<file path="src/pkg/dbr_pkg.sv">
// Shared types and constants of the DRAM bank decode and refresh block.
// Assumes one 200 MHz clock that is the processor bus clock.
package dbr_pkg;
  // ==========================================================
  // Clock and timing
  localparam int CLK_PS = 5000;           // Clock period in ps
  localparam int REF_NS = 9600;           // Refresh interval in ns
  localparam int RAS_MAX_NS = 10000;      // Longest row strobe low in ns
  localparam int RCD_NS = 20;             // Row to column delay in ns
  localparam int CAS_NS = 40;             // Column strobe width in ns
  localparam int RP_NS = 60;              // Row precharge in ns
  localparam int CSR_NS = 10;             // Column before row setup in ns
  localparam int RAS_REF_NS = 80;         // Row strobe width in refresh in ns
  // Least times round up, longest times round down
  localparam int REF_CYC = (REF_NS * 1000) / CLK_PS;
  localparam int RAS_MAX_CYC = (RAS_MAX_NS * 1000) / CLK_PS;
  localparam int RCD_CYC = (RCD_NS * 1000 + CLK_PS - 1) / CLK_PS;
  localparam int CAS_CYC = (CAS_NS * 1000 + CLK_PS - 1) / CLK_PS;
  localparam int RP_CYC = (RP_NS * 1000 + CLK_PS - 1) / CLK_PS;
  localparam int CSR_CYC = (CSR_NS * 1000 + CLK_PS - 1) / CLK_PS;
  localparam int RAS_REF_CYC = (RAS_REF_NS * 1000 + CLK_PS - 1) / CLK_PS;
  // ==========================================================
  // Address layout
  localparam int REGION_LSB = 22;         // Bits at and above are zero in DRAM
  localparam int BANK_LSB = 20;           // Bank select field low bit
  localparam int ROW_LSB = 11;            // Row field low bit
  localparam int COL_LSB = 2;             // Column field low bit
  localparam int MA_W = 9;                // Memory address width
  localparam int NBANK = 4;               // Banks and byte lanes
  localparam logic [3:0] STROBES_OFF = 4'hF; // All strobes released
  // ==========================================================
  // Bus request from the processor side
  typedef struct packed {
    logic ale;                            // Address phase marker
    logic rd;                             // Read strobe
    logic wr;                             // Write strobe
    logic [3:0] be;                       // Byte enables
  } dbr_bus_t;
  // Pins toward the memory array, all active low but the address
  typedef struct packed {
    logic [3:0] row_n;                    // Row strobes per bank
    logic [3:0] col_n;                    // Column strobes per lane
    logic [3:0] we_n;                     // Write enables per bank
    logic [MA_W-1:0] ma;                  // Multiplexed address
  } dbr_mem_t;
  // Controller states
  typedef enum logic [3:0] {
    S_REF_COL = 4'h0,
    S_REF_ROW = 4'h1,
    S_PRE = 4'h2,
    S_IDLE = 4'h3,
    S_ROW = 4'h4,
    S_COL = 4'h5,
    S_OPEN = 4'h6
  } dbr_state_t;
endpackage

</file>
<file path="src/verilog/dbr_ctrl.sv">
// DRAM bank decode, strobe generation and refresh for a four bank array.
// Assumes bus strobes are synchronous to clk_i and held until ack_o.
`timescale 1ns/1ps
// Notes on behaviour
// - Respond only inside bottom 4MB region
// - Address bits 21:20 pick the bank
// - Read or write strobe chooses access type
// - One row strobe per bank, same number
// - One write enable per bank, same number
// - Exactly one bank active per access
// - Each bank is one contiguous 1MB
// - Reads full word, writes enabled lanes only
// - Column strobe n follows byte enable n
// - Column strobes shared by all banks
// - Refresh request every 9.6 microseconds
// - Timer counts clock or external oscillator
// - Row strobe never low past 10 microseconds
// - Refresh through row and column strobes
// - All logic on processor bus clock
// - Latch address phase of multiplexed bus
// - Memory address muxes row then column
// - Refresh wins, but never splits cycles
// - Acknowledge holds timer; column before row
// - One refresh after reset before idle
module dbr_ctrl #(
  parameter bit USE_OSC = 1'b0,           // Timer counts osc_tick_i when set
  parameter int OSC_REF_TICKS = 96        // Oscillator ticks per refresh
) (
  input wire logic clk_i,                 // Processor bus clock
  input wire logic rst_n_i,               // Synchronous reset, active low
  input wire logic [31:0] ad_i,           // Multiplexed address and data
  input wire dbr_pkg::dbr_bus_t bus_i,    // Bus strobes
  input wire logic osc_tick_i,            // Oscillator tick, one cycle
  output dbr_pkg::dbr_mem_t mem_o,        // Memory array pins
  output logic ack_o,                     // Access done, one cycle
  output logic ref_ack_o                  // Refresh in progress
);
  import dbr_pkg::*;

  // ==========================================================
  // Address latch
  logic [31:0] addr_r, addr_nxt;          // Latched address phase
  logic pend_r, pend_nxt;                 // Address not yet served
  logic go;                               // Valid DRAM request waiting
  logic start;                            // Access begins this cycle
  logic [1:0] bank;                       // Selected bank
  logic [MA_W-1:0] row_a, col_a;          // Row and column halves

  // Capture the address phase, mark it unserved
  always_comb begin
    addr_nxt = addr_r;
    pend_nxt = pend_r & ~start;
    if (bus_i.ale) begin
      addr_nxt = ad_i;
      pend_nxt = 1'b1;                    // Set wins over clear
    end
  end

  always_ff @(posedge clk_i) begin
    if (!rst_n_i) begin
      addr_r <= 32'h0;
      pend_r <= 1'b0;
    end else begin
      addr_r <= addr_nxt;
      pend_r <= pend_nxt;
    end
  end

  // Decode region, bank and address halves
  always_comb begin
    go = pend_r & (bus_i.rd | bus_i.wr)
       & (addr_r[31:REGION_LSB] == '0);
    bank = addr_r[BANK_LSB+1:BANK_LSB];
    row_a = addr_r[ROW_LSB+MA_W-1:ROW_LSB];
    col_a = addr_r[COL_LSB+MA_W-1:COL_LSB];
  end

  // ==========================================================
  // Refresh timer
  logic [15:0] tmr_r, tmr_nxt;            // Interval count
  logic req_r, req_nxt;                   // Refresh request
  logic ref_done;                         // Refresh finished this cycle
  logic tick;                             // Timer advances
  logic [15:0] tmr_top;                   // Last count of an interval

  // Count clock or oscillator, hold while request stands
  always_comb begin
    tick = USE_OSC ? osc_tick_i : 1'b1;
    tmr_top = USE_OSC ? 16'(OSC_REF_TICKS - 1) : 16'(REF_CYC - 1);
    tmr_nxt = tmr_r;
    req_nxt = req_r & ~ref_done;
    if (!req_r && !ref_ack_o && tick) begin
      if (tmr_r == tmr_top) begin
        tmr_nxt = 16'h0;
        req_nxt = 1'b1;
      end else begin
        tmr_nxt = tmr_r + 16'h1;
      end
    end
  end

  always_ff @(posedge clk_i) begin
    if (!rst_n_i) begin
      tmr_r <= 16'h0;
      req_r <= 1'b0;
    end else begin
      tmr_r <= tmr_nxt;
      req_r <= req_nxt;
    end
  end

  // ==========================================================
  // Strobe state machine
  dbr_state_t st_r, st_nxt;               // Controller state
  logic [7:0] cnt_r, cnt_nxt;             // Cycles left in state
  dbr_mem_t mem_r, mem_nxt;               // Registered pins
  logic ack_nxt, rack_nxt;                // Registered answers
  logic [1:0] obank_r, obank_nxt;         // Bank of the open row
  logic [MA_W-1:0] orow_r, orow_nxt;      // Row left open
  logic wr_r, wr_nxt;                     // Current access is a write

  // Bank one-hot for strobes
  function automatic logic [3:0] sel_n(input logic [1:0] b);
    sel_n = ~(4'h1 << b);
  endfunction

  // Next state and pins
  always_comb begin
    st_nxt = st_r;
    cnt_nxt = (cnt_r != 8'h0) ? cnt_r - 8'h1 : 8'h0;
    mem_nxt = mem_r;
    ack_nxt = 1'b0;
    rack_nxt = ref_ack_o;
    obank_nxt = obank_r;
    orow_nxt = orow_r;
    wr_nxt = wr_r;
    start = 1'b0;
    ref_done = 1'b0;
    case (st_r)
      S_IDLE: begin
        if (req_r) begin
          st_nxt = S_REF_COL;
          cnt_nxt = 8'(CSR_CYC - 1);
          mem_nxt.col_n = 4'h0;
          rack_nxt = 1'b1;
        end else if (go) begin
          start = 1'b1;
          st_nxt = S_ROW;
          cnt_nxt = 8'(RCD_CYC - 1);
          wr_nxt = bus_i.wr;
          mem_nxt.ma = row_a;
          mem_nxt.row_n = sel_n(bank);
          obank_nxt = bank;
          orow_nxt = row_a;
        end
      end
      S_ROW: begin
        if (cnt_r == 8'h0) begin
          st_nxt = S_COL;
          cnt_nxt = 8'(CAS_CYC - 1);
          mem_nxt.ma = col_a;
          // Reads take all lanes, writes only enabled lanes
          mem_nxt.col_n = wr_r ? ~bus_i.be : 4'h0;
          mem_nxt.we_n = wr_r ? sel_n(obank_r) : STROBES_OFF;
        end
      end
      S_COL: begin
        if (cnt_r == 8'h0) begin
          ack_nxt = 1'b1;
          mem_nxt.col_n = STROBES_OFF;
          mem_nxt.we_n = STROBES_OFF;
          if (wr_r) begin
            st_nxt = S_OPEN;              // Row stays open after a write
          end else begin
            st_nxt = S_PRE;
            cnt_nxt = 8'(RP_CYC - 1);
            mem_nxt.row_n = STROBES_OFF;
          end
        end
      end
      S_OPEN: begin
        // Refresh closes the row well inside the longest low time
        if (req_r || (go && !(bus_i.wr && bank == obank_r && row_a == orow_r))) begin
          st_nxt = S_PRE;
          cnt_nxt = 8'(RP_CYC - 1);
          mem_nxt.row_n = STROBES_OFF;
        end else if (go) begin
          start = 1'b1;                   // Page write
          wr_nxt = 1'b1;
          st_nxt = S_COL;
          cnt_nxt = 8'(CAS_CYC - 1);
          mem_nxt.ma = col_a;
          mem_nxt.col_n = ~bus_i.be;
          mem_nxt.we_n = sel_n(obank_r);
        end
      end
      S_REF_COL: begin
        if (cnt_r == 8'h0) begin
          st_nxt = S_REF_ROW;
          cnt_nxt = 8'(RAS_REF_CYC - 1);
          mem_nxt.row_n = 4'h0;
        end
      end
      S_REF_ROW: begin
        if (cnt_r == 8'h0) begin
          st_nxt = S_PRE;
          cnt_nxt = 8'(RP_CYC - 1);
          mem_nxt.row_n = STROBES_OFF;
          mem_nxt.col_n = STROBES_OFF;
          ref_done = 1'b1;
          rack_nxt = 1'b0;
        end
      end
      S_PRE: begin
        if (cnt_r == 8'h0) begin
          st_nxt = S_IDLE;
        end
      end
      default: begin
        st_nxt = S_PRE;
        mem_nxt = {STROBES_OFF, STROBES_OFF, STROBES_OFF, {MA_W{1'b0}}};
      end
    endcase
  end

  // Register state; reset starts with a refresh
  always_ff @(posedge clk_i) begin
    if (!rst_n_i) begin
      st_r <= S_REF_COL;
      cnt_r <= 8'(CSR_CYC - 1);
      mem_r <= {STROBES_OFF, 4'h0, STROBES_OFF, {MA_W{1'b0}}};
      ack_o <= 1'b0;
      ref_ack_o <= 1'b1;
      obank_r <= 2'h0;
      orow_r <= '0;
      wr_r <= 1'b0;
    end else begin
      st_r <= st_nxt;
      cnt_r <= cnt_nxt;
      mem_r <= mem_nxt;
      ack_o <= ack_nxt;
      ref_ack_o <= rack_nxt;
      obank_r <= obank_nxt;
      orow_r <= orow_nxt;
      wr_r <= wr_nxt;
    end
  end

  assign mem_o = mem_r;

  // ==========================================================
  // Checks
  logic [15:0] low_cnt_r, low_cnt_nxt;    // Cycles any row strobe is low

  // Count consecutive cycles of a row strobe held low
  always_comb begin
    low_cnt_nxt = 16'h0;                  // All rows closed
    if (mem_r.row_n != STROBES_OFF) begin
      low_cnt_nxt = low_cnt_r + 16'h1;    // A row is still open
    end
  end

  // Register the low time count
  always_ff @(posedge clk_i) begin
    if (!rst_n_i) begin
      low_cnt_r <= 16'h0;
    end else begin
      low_cnt_r <= low_cnt_nxt;
    end
  end

  a_ras_max_time: assert property (
    @(posedge clk_i) disable iff (!rst_n_i) low_cnt_r < 16'(RAS_MAX_CYC))
    else $error("row strobe low too long");

  a_one_bank_only: assert property (
    @(posedge clk_i) disable iff (!rst_n_i)
    (st_r != S_REF_ROW && !(st_r == S_PRE && $past(st_r) == S_REF_ROW))
      |-> $onehot0(~mem_r.row_n))
    else $error("more than one bank active");

  a_we_in_bank: assert property (
    @(posedge clk_i) disable iff (!rst_n_i)
    (~mem_r.we_n & mem_r.row_n) == 4'h0)
    else $error("write enable outside the open bank");

  a_bank_decode: assert property (
    @(posedge clk_i) disable iff (!rst_n_i)
    (st_r == S_ROW) |-> mem_r.row_n == sel_n(addr_r[BANK_LSB+1:BANK_LSB]))
    else $error("wrong bank selected");

  a_write_lanes: assert property (
    @(posedge clk_i) disable iff (!rst_n_i)
    (st_r == S_COL && $past(st_r) != S_COL && wr_r) |-> mem_r.col_n == ~$past(bus_i.be))
    else $error("write lanes do not follow byte enables");

  a_region_only: assert property (
    @(posedge clk_i) disable iff (!rst_n_i)
    $rose(st_r == S_ROW) |-> $past(addr_r[31:REGION_LSB]) == '0)
    else $error("access outside DRAM region");

  a_cbr_order: assert property (
    @(posedge clk_i) disable iff (!rst_n_i)
    $rose(st_r == S_REF_ROW) |-> mem_r.row_n == 4'h0 && $past(mem_r.col_n) == 4'h0)
    else $error("refresh not column before row");

  a_ref_period: assert property (
    @(posedge clk_i) disable iff (!rst_n_i)
    (!USE_OSC && $rose(req_r)) |-> $past(tmr_r) == 16'(REF_CYC - 1))
    else $error("refresh request at wrong count");

  a_reset_refresh: assert property (
    @(posedge clk_i) $rose(rst_n_i) |-> st_r == S_REF_COL && ref_ack_o)
    else $error("no refresh after reset");
endmodule

</file>
<file path="config.mk">
export PLATFORM = sky130hd
export DESIGN_NAME = dbr_ctrl
export DESIGN_NICKNAME = d
export VERILOG_FILES = /design/src/pkg/dbr_pkg.sv /design/src/verilog/dbr_ctrl.sv
export SDC_FILE = /design/constraint.sdc
export NUM_CORES = 1
export LEC_CHECK = 0
export BUFFER_PORTS_ARGS = -buffer_cell sky130_fd_sc_hd__buf_2
export CORE_ASPECT_RATIO = 0.5
export CORE_MARGIN = 1
export CORE_UTILIZATION = 40
export CTS_BUF_LIST = sky130_fd_sc_hd__clkbuf_16
export DETAILED_ROUTE_END_ITERATION = 10
export GPL_TIMING_DRIVEN = 0
export PLACE_DENSITY_LB_ADDON = 0.05
export SYNTH_ARGS = -nofsm -noshare
export SYNTH_HDL_FRONTEND = slang
export SYNTH_SLANG_ARGS = --single-unit
</file>
<file path="constraint.sdc">
create_clock -name clk_i -period 3.1 [get_ports clk_i]
set_input_delay 0.62 -clock clk_i [delete_from_list [all_inputs] [get_ports clk_i]]
set_output_delay 0.62 -clock clk_i [all_outputs]
set_load 0.02 [all_outputs]
</file>
==> metrics.md, run 1 <==
| Metric | Value |
|---|---|
| Ys async rst share | 0 |
| Synth top area cells | dfxtp_1, mux2i_1, nor2_1 |
| HP Class | flop to flop |
| Crit path max-delay cell type | nor3b_2 |
| # setup viols final | 0 |
| DR DRC count | 3 |
| Detailed Routing Iterations Pass 1 | 7 |
| First-pass GRT wire length | 19150 um |
| DR vias/cell | 5.237 |
| Final antenna-violating net count | 0 |
| Post-synth top cells | dfxtp_1, nor2_1, mux2i_1 |
| CTS root buffer | clkbuf_16 |
| Fin crit share | 0.8877 |
| Setup bufs post-CTS | 0 |
| Most common cell on crit path | nor2_1 |
| Multi-input gate area | 2481 sq um |
| CP peak stage delay | 490 ps |
| # nets final | 634 |
| Leak Pwr | 2.257 nW |
| Crit path time final | 2752 ps |
| Die W | 152.2 um |
| CTS Hold Bufs | 0 |
| Critical Path Start Type | flop |
| Number of synthesized register bits | 94 |
| Final HPWL DP | 8874 um |
| Post-CTS Resized | 0 |
| Die ar. | 11740 sq um |
| Post-synthesis mux area share | 0.1378 |
| CTS H-Tree Depth | 3 |
| Post-synth EDFFs | 0 |
| Count leader, synth | dfxtp_1 |
| Synth warnings | 0 |
| Worst slack at placement | 378.1 ps |
| Register area | 1882 sq um |
| Main synth FF type | dfxtp_1 |
| Arr. time, crit path | 2990 ps |
| Syn_nets | 563 |
| Core box area | 10570 sq um |
| Synth cell types | 58 |
| CTS Buf Count | 9 |
| Post-Synth Adder-Cell Area | 0.005545 |
| Fin. Hold Viols | 0 |
| Final Worst Setup Slack | 348.2 ps |
| # diodes | 0 |
| Syn avg cell area | 8.696 sq um |
| Wirelength per Cell | 16.33 um |
| Largest family of logic cells by synthesized area | simple AND/OR/NAND/NOR gates |
| Synthesized instance count | 519 |
| DR vias | 3844 |
| Ports | 65 |
| Routed WL | 11990 um |
| Power, Total | 3.463 mW |
| Crit Path Category | flop to flop |
| Core Rows | 26 |
| GRT overflow | 0 |
| TNS Setup | 0 ps |
| Slew Viols, Final | 0 |
| Share of the synthesized area in the top cell type | 0.4170 |
| Initial antenna violation count | 0 |
| Worst Skew | 6.293 ps |
| Crit-path max FO | 7 |
| Nature of the critical path endpoint | flop |
| Status | finished, violations left |
| CTS tree | done |
| Max Cap Violations | 0 |
| I/O Buffers | 60 |
| P&R area growth vs syn | 16.75% |
| Largest buffer count on any clock path | 2 |
| Required time of the critical path | 3340 ps |
| Pwr Density | 657.2 nW/um^2 |
| Simple-gate area share of the yosys netlist | 0.2290 |
| GR Util All Layers | 0.2133 |
| Least-Margin Pin Slew | 767.0 ps |
| Die height | 77.11 um |
| Routability cong. | 0.9286 |
| Number of DRC markers in iteration 0 | 308 |
| CTS sink cnt | 94 |
| Crit path cell chain | inv_1 > ha_1 > or3b_2 > nor2_1 > nor2_1 > nor3b_2 > mux2_1 |
| Share of layout cells above drive strength 1 | 0.1414 |
| Synth area leader | dfxtp_1 |
| CTS clk-pin slew, worst paths | 70 ps |
| Clk Latency, worst-skew pair | 340 ps |
| Fillers | 1021 |
| Register area share after synthesis | 0.4170 |
| Relative slew slack | 0.4876 |
| Cell Area, Synth | 4513 sq um |
| Violated checks | DRC |
| Vias in the first global route | 3522 |
| Maximum clock frequency | 363.4 MHz |
| Largest net degree at the start of global routing | 15 |
| Post-synthesis compound-gate area fraction | 0.1173 |
| Initial core utilization | 0.4269 |
| Post-Synth XOR/XNOR Area | 0.06016 |
| Max IR drop VDD | 0.2892 mV |
| RSZ-0062 raised after global routing | false |
## worst max-delay path, delay by kind of cell (launching register included)
| family | cells | cell delay [ps] |
|---|---|---|
| fa+ha+maj | 1 | 230 |
| buf+inv | 1 | 70 |
| flops | 1 | 340 |
| mux | 1 | 360 |
| simple gates | 4 | 1640 |
## cell type report
| class | instances | area share |
|---|---|---|
| repair buffers | 60 | 0.05699 |
| flip-flops and latches | 94 | 0.3572 |
| clock inverters | 6 | 0.01045 |
| inverters | 10 | 0.007124 |
| well taps | 140 | 0.03325 |
| multi-input cells | 387 | 0.4709 |
| clock buffers | 9 | 0.04275 |
| plain buffers | 28 | 0.02137 |
## routing by layer
layer | vias up | GRT usage | part of all wire
met5 | - | 0 | 0
met2 | 113 | 0.2802 | 0.37
met3 | 11 | 0.05766 | 0.060
met1 | 1753 | 0.3246 | 0.55
met4 | 0 | 0.06939 | 0.013
li1 | 1967 | - | -
## layout by cell type, fill, tap and decap left out, types with 5 or more instances in the layout
cell / count
a21oi_1: 14
a22o_1: 5
buf_1: 8
buf_2: 60
clkbuf_1: 19
clkbuf_16: 9
dfxtp_1: 94
inv_1: 11
mux2i_1: 61
nand2_1: 52
nand2b_1: 5
nand3_1: 18
nor2_1: 93
nor3_1: 7
nor3b_1: 5
nor4_1: 13
o21ai_0: 20
xnor2_1: 12
xor2_1: 19
## stage by stage
step | cells | hold WS [ps] | util | instance area [sq um]
2_1_floorplan | 519 | 451.5 | - | 4513
3_3_place_gp | 719 | 445.0 | 0.4718 | 4989
3_5_place_dp | 719 | 450.3 | 0.4718 | 4989
4_1_cts | 734 | 459.4 | 0.4983 | 5269
5_1_grt | 734 | 481.5 | 0.4983 | 5269
6_report | 734 | 457.5 | 0.4983 | 5269
## report_power, final
part	switching [mW]	internal, mW	total [mW]
clock network	0.472	0.614	1.09
registers	0.123	1.34	1.47
logic	0.545	0.364	0.910
total	1.14	2.32	3.46
## state kept, by name, indices dropped and copies added (netlist names), 2 cells and up
| name | flops |
|---|---|
| st_r | 3 |
| tmr_r | 16 |
| obank_r | 2 |
| mem_o | 21 |
| addr_r | 30 |
| orow_r | 9 |
| cnt_r | 8 |
## path summary, 6_finish.rpt
check,end,cells past startpoint,start,slack [ps]
max,mem_o[12]$_SDFFE_PN1P_,7,cnt_r[0]$_SDFF_PN1_,350
min,mem_o[8]$_SDFFE_PN0P_,2,mem_o[8]$_SDFFE_PN0P_,460
min reg2reg,mem_o[8]$_SDFFE_PN0P_,2,mem_o[8]$_SDFFE_PN0P_,460
max reg2reg,mem_o[12]$_SDFFE_PN1P_,7,cnt_r[0]$_SDFF_PN1_,350
## kinds of logic (layout without fill, tap and decap cells)
logic type / Yosys count / after routing
AND/OR/NAND/NOR: 219 / 219
flip-flops: 94 / 94
multiplexers: 62 / 62
XOR/XNOR: 31 / 31
adder cells (fa/ha/maj): 2 / 2
buffers and inverters: 38 / 113
AO/OA/AOI/OAI: 73 / 73
(Power assumes the default switching activity.)
==> run 2: changes to the inputs <==
CELL_PAD_IN_SITES_DETAIL_PLACEMENT = 0   (was unset)
CELL_PAD_IN_SITES_GLOBAL_PLACEMENT = 1   (was unset)
==> run 2 against run 1 <==
The flow still finishes with violations (DRC). Maximum frequency down 1.9%. Hold slack about the same. Total power up 4.4%. Critical path depth unchanged. Cell area up 1.1%. Sequential power about the same. Worst setup slack worse by 54 ps. Global-route usage about the same. Routed wire length up 0.46%. Non-clock buffer count unchanged. Register-to-register slack worse by 50 ps.
==> metrics.md, run 2 (synthesized netlist as in run 1, its figures left out) <==
| Metric | Value |
|---|---|
| Core Rows | 26 |
| Required time of the critical path | 3310 ps |
| Violated checks | DRC |
| Most frequent cells in the layout | dfxtp_1, nor2_1, mux2i_1, buf_2, nand2_1 |
| Routability cong. | 0.8817 |
| Status | finished, violations left |
| Post-CTS Resized | 0 |
| Final hold slack | 457.9 ps |
| DR vias | 3893 |
| Fin. Hold Viols | 0 |
| Final HPWL DP | 9048 um |
| CTS root buffer | clkbuf_16 |
| HP Class | flop to flop |
| Largest net degree at the start of global routing | 19 |
| Slew Viols, Final | 0 |
| Fin crit share | 0.9051 |
| Crit path max-delay family | simple AND/OR/NAND/NOR gates |
| Detailed Routing Iterations Pass 1 | 8 |
| CP peak stage delay | 670 ps |
| Final antenna-violating net count | 0 |
| DR vias/cell | 5.297 |
| Setup bufs post-CTS | 0 |
| CTS tree | done |
| GRT overflow | 0 |
| Max reg flops | 30 |
| Routed WL | 12040 um |
| Util after Layout | 0.5039 |
| Crit path max-delay cell type | nor2_1 |
| Nature of the critical path endpoint | flop |
| CTS H-Tree Depth | 3 |
| Arr. time, crit path | 3020 ps |
| Largest reg by FF count | addr_r |
| Share of layout cells above drive strength 1 | 0.1479 |
| CTS clk-pin slew, worst paths | 70 ps |
| CP Buf/Inv Count | 2 |
| Initial antenna violation count | 0 |
| Initial core utilization | 0.4269 |
| Critical Path Start Type | flop |
| Wirelength per Cell | 16.39 um |
| # diodes | 0 |
| Ports | 65 |
| Max IR drop VDD | 0.2660 mV |
| Leading cell type in the layout, fill and taps excluded | dfxtp_1 |
| GR Util All Layers | 0.2133 |
| CTS Buf Count | 9 |
| Most common cell on crit path | nor2_1 |
| Largest buffer count on any clock path | 2 |
| Die height | 77.11 um |
| TNS Setup | 0 ps |
| Pwr Density | 678.4 nW/um^2 |
| Relative slew slack | 0.4768 |
| I/O Buffers | 60 |
| Least-Margin Pin Slew | 781.9 ps |
| RSZ-0062 raised after global routing | false |
| Die W | 152.2 um |
| # nets final | 634 |
| P&R area growth vs syn | 18.05% |
| Max Cap Violations | 0 |
| First-pass GRT wire length | 19450 um |
| Vias in the first global route | 3611 |
| Maximum clock frequency | 356.4 MHz |
| Leak Pwr | 2.277 nW |
| # setup viols final | 0 |
| Core box area | 10570 sq um |
| Crit path time final | 2806 ps |
| Worst Skew | 7.379 ps |
| DR DRC count | 6 |
| Crit Path Category | flop to flop |
| CTS Hold Bufs | 0 |
| Clk Latency, worst-skew pair | 340 ps |
| Number of DRC markers in iteration 0 | 286 |
| Die ar. | 11740 sq um |
| Crit path cell chain | clkbuf_1 > nand2_1 > nor2_1 > nand3_1 > buf_1 > mux2i_1 > nor2_1 |
| CTS sink cnt | 94 |
| Crit-path max FO | 10 |
## run 2: final cells by class
type                       count  area, sq um
buffer                        28        112.6
inverter                      10        37.54
clock inverter                 7        113.9
fill                        1039         5245
multi-input combinational    387         2481
timing repair buffer          60        300.3
tap                          140        175.2
sequential                    94         1882
clock buffer                   9        225.2
## run 2: final timing paths
check | end | slack (ps) | depth (start not counted) | start
setup / recovery | orow_r[0]$_SDFFE_PN0N_ | 290 | 7 | st_r[1]$_SDFFE_PN0P_
hold / removal | mem_o[13]$_SDFFE_PN0P_ | 460 | 2 | mem_o[13]$_SDFFE_PN0P_
setup reg to reg | orow_r[0]$_SDFFE_PN0N_ | 290 | 7 | st_r[1]$_SDFFE_PN0P_
hold reg to reg | mem_o[13]$_SDFFE_PN0P_ | 460 | 2 | mem_o[13]$_SDFFE_PN0P_
## run 2: per-stage QoR
step | cell area (sq um) | setup WS (ps) | std cells | total power, mW
final | 5328 | 294.2 | 735 | 3.614
after CTS | 5328 | 356.5 | 735 | 3.636
after global routing | 5328 | 54.39 | 735 | 3.809
after detailed placement | 4989 | 367.3 | 719 | 2.385
after floorplan | 4513 | 865.0 | 519 | 2.128
after global placement | 4989 | 358.7 | 719 | 2.385
## run 2: metal layers
metal | wire [um] | global-route usage
met5 | 0 | 0
met4 | 74 | 0.04694
met3 | 815 | 0.05936
met2 | 4593 | 0.2839
met1 | 6560 | 0.3287
## run 2: worst register-to-register path: stages (launching register included)
cell	delay (ps)
dfxtp_1	330
clkbuf_1	350
nand2_1	310
nor2_1	680
nand3_1	280
buf_1	400
mux2i_1	280
nor2_1	50
## run 2: power by group
group	internal [mW]	total [mW]	leakage, nW	switching, mW
Clock	0.727	1.25	0.165	0.522
Sequential	1.34	1.46	0.767	0.119
Combinational	0.365	0.902	1.34	0.537
==> run 3: changes to the inputs <==
BUFFER_PORTS_ARGS = unset   (was -buffer_cell sky130_fd_sc_hd__buf_2)
CELL_PAD_IN_SITES_DETAIL_PLACEMENT = 1   (was 0)
CELL_PAD_IN_SITES_GLOBAL_PLACEMENT = 2   (was 1)
CORE_UTILIZATION = 38   (was 40)
CTS_CLUSTER_DIAMETER = 50   (was unset)
DONT_BUFFER_PORTS = 1   (was unset)
==> run 3 against run 2 <==
The flow now finishes without violations. Clock-buffer cell count did not move. Largest power group unchanged. Die area grew 5.2%. Sequential power up 5%. Critical path depth stayed put. Sequential cell count unchanged. Worst setup slack improved by 8.1 ps. Maximum frequency up 0.29%. Register-to-register slack barely moved. Total power rose by 0.73%.
==> metrics.md, run 3 (synthesized netlist as in run 1, its figures left out) <==
| Metric | Value |
|---|---|
| Status | finished, final reports clean |
| Least-Margin Pin Slew | 811.6 ps |
| Leak Pwr | 2.035 nW |
| Wire length on met2 | 5067 um |
| Routed WL | 13060 um |
| Max Used Layer | met4 |
| Max IR drop VDD | 0.2705 mV |
| Ports | 65 |
| Hold EP | addr_r[26]$_SDFFE_PN0P_ |
| # diodes | 0 |
| Routability cong. | 0.8367 |
| Nature of the critical path endpoint | flop |
| RSZ-0062 raised after global routing | false |
| Most common cell on crit path | nor2_1 |
| Wirelength per Cell | 18.82 um |
| Fin. Hold Viols | 0 |
| Flop pwr share | 0.424 |
| CTS H-Tree Depth | 3 |
| Crit-path max FO | 10 |
| Switching power | 1.182 mW |
| Number of DRC markers in iteration 0 | 276 |
| Post-CTS Resized | 0 |
| First-pass GRT wire length | 20840 um |
| Core Rows | 27 |
| M1 WL | 7043 um |
| TNS Setup | 0 ps |
| Detailed Routing Iterations Pass 1 | 4 |
| Crit Path Category | flop to flop |
| Pwr Density | 719.0 nW/um^2 |
| CTS clk-pin slew, worst paths | 70 ps |
| Die W | 156.1 um |
| P&R area growth vs syn | 12.20% |
| Setup bufs post-CTS | 0 |
| Maximum clock frequency | 357.4 MHz |
| GRT overflow | 0 |
| Critical Path Start Type | flop |
| Relative slew slack | 0.4589 |
| Crit path max-delay cell type | nor2_1 |
| Cells on Worst Hold Path | 2 |
| CTS Buf Count | 9 |
| Fin crit share | 0.9025 |
| Core box area | 11280 sq um |
| Final HPWL DP | 9794 um |
| Required time of the critical path | 3320 ps |
| Crit path max-delay family | simple AND/OR/NAND/NOR gates |
| Slew Viols, Final | 0 |
| # nets final | 574 |
| CTS tree | done |
| Crit path time final | 2798 ps |
| Met3 wire len | 785 um |
| Initial antenna violation count | 0 |
| Final antenna-violating net count | 0 |
| Largest net degree at the start of global routing | 18 |
| Largest reg by FF count | addr_r |
| R2R Setup Slk | 300 ps |
| Share of layout cells above drive strength 1 | 0.05234 |
| Final instance area | 5064 sq um |
| Vias in the first global route | 3628 |
| HP Class | input port to flop |
| Most frequent cells in the layout | dfxtp_1, nor2_1, mux2i_1, nand2_1, o21ai_0 |
| Comb pwr share | 0.212 |
| Reg2Reg Depth | 7 |
| DR vias | 3749 |
| Fillers | 1347 |
| Util after Layout | 0.4488 |
| CP Buf/Inv Count | 2 |
| R2r startpoint | st_r[1]$_SDFFE_PN0P_ |
| Reg2reg end | orow_r[6]$_SDFFE_PN0N_ |
| Worst hold path startpoint | ad_i[26] |
| Int Pwr | 2.459 mW |
| CTS sink cnt | 94 |
| DR DRC count | 0 |
| DR vias/cell | 5.402 |
| Placed Area | 4712 sq um |
| Clk Latency, worst-skew pair | 350 ps |
| GR Util All Layers | 0.2261 |
| CTS Hold Bufs | 0 |
| CP peak stage delay | 580 ps |
| CTS root buffer | clkbuf_16 |
| Crit path cell chain | clkbuf_1 > nand2_1 > nor2_1 > nand3_1 > buf_1 > mux2i_1 > nor2_1 |
| Initial core utilization | 0.4000 |
| Die ar. | 12340 sq um |
| Max Cap Violations | 0 |
| Largest buffer count on any clock path | 2 |
| Sw frac | 0.3247 |
| Leading cell type in the layout, fill and taps excluded | dfxtp_1 |
| I/O Buffers | 0 |
| Arr. time, crit path | 3020 ps |
| Worst Skew | 8.175 ps |
| # setup viols final | 0 |
| Die height | 79.06 um |
| Clock group share of total power | 0.364 |
| Max reg flops | 30 |
==> run 3: cell types whose count changed in the layout (fill, tap and decap cells not counted), sizes merged <==
cell and delta:
buf -60, bufinv +1, clkinv -2, clkinvlp +1
==> run 3: worst max path at each step <==
stage | end | cells after the start | startpoint | slack, ps
finish | orow_r[6]$_SDFFE_PN0N_ | 7 | st_r[1]$_SDFFE_PN0P_ | 300
floorplan | mem_o[12]$_SDFFE_PN1P_ | 7 | cnt_r[0]$_SDFF_PN1_ | 870
global route | tmr_r[10]$_SDFFE_PN0P_ | 6 | ref_ack_o$_SDFFE_PN1P_ | 40
CTS | tmr_r[11]$_SDFFE_PN0P_ | 6 | ref_ack_o$_SDFFE_PN1P_ | 240
detailed placement | tmr_r[11]$_SDFFE_PN0P_ | 6 | ref_ack_o$_SDFFE_PN1P_ | 260
global placement | tmr_r[5]$_SDFFE_PN0P_ | 6 | ref_ack_o$_SDFFE_PN1P_ | 310
==> run 3: layout make-up <==
type / count / area, sq um / area share
Buffer: 28 / 112.6 / 0.02224
Clock buffer: 9 / 225.2 / 0.04448
Clock inverter: 7 / 126.4 / 0.02496
Inverter: 10 / 37.54 / 0.007413
Tap cell: 159 / 198.9 / 0.03929
Multi-Input combinational cell: 387 / 2481 / 0.4900
Sequential cell: 94 / 1882 / 0.3716
==> run 3: power by group through the flow <==
| stage | clock network (mW) | logic (mW) | registers, mW |
|---|---|---|---|
| finish | 1.33 | 0.772 | 1.54 |
| detailed placement | 0 | 0.767 | 1.57 |
| floorplan | 0 | 0.605 | 1.52 |
| global placement | 0 | 0.760 | 1.57 |
| CTS | 1.36 | 0.769 | 1.54 |
| global route | 1.41 | 0.850 | 1.56 |
==> run 3: per-layer routing <==
metal,up-vias,GRT usage
li1,1845,-
met1,1819,0.3370
met2,72,0.3103
met3,13,0.06550
met4,0,0.05882
met5,-,0
==> run 3: metrics by stage <==
stage          hold slack [ps]  std cells  total power [mW]  setup WS [ps]
3_3_place_gp             468.8        678             2.326          307.0
6_report                 416.0        694             3.641          302.3
4_1_cts                  407.4        694             3.672          240.9
2_1_floorplan            451.5        519             2.128          865.0
3_5_place_dp             486.7        678             2.336          258.8
5_1_grt                  404.0        694             3.827          38.22
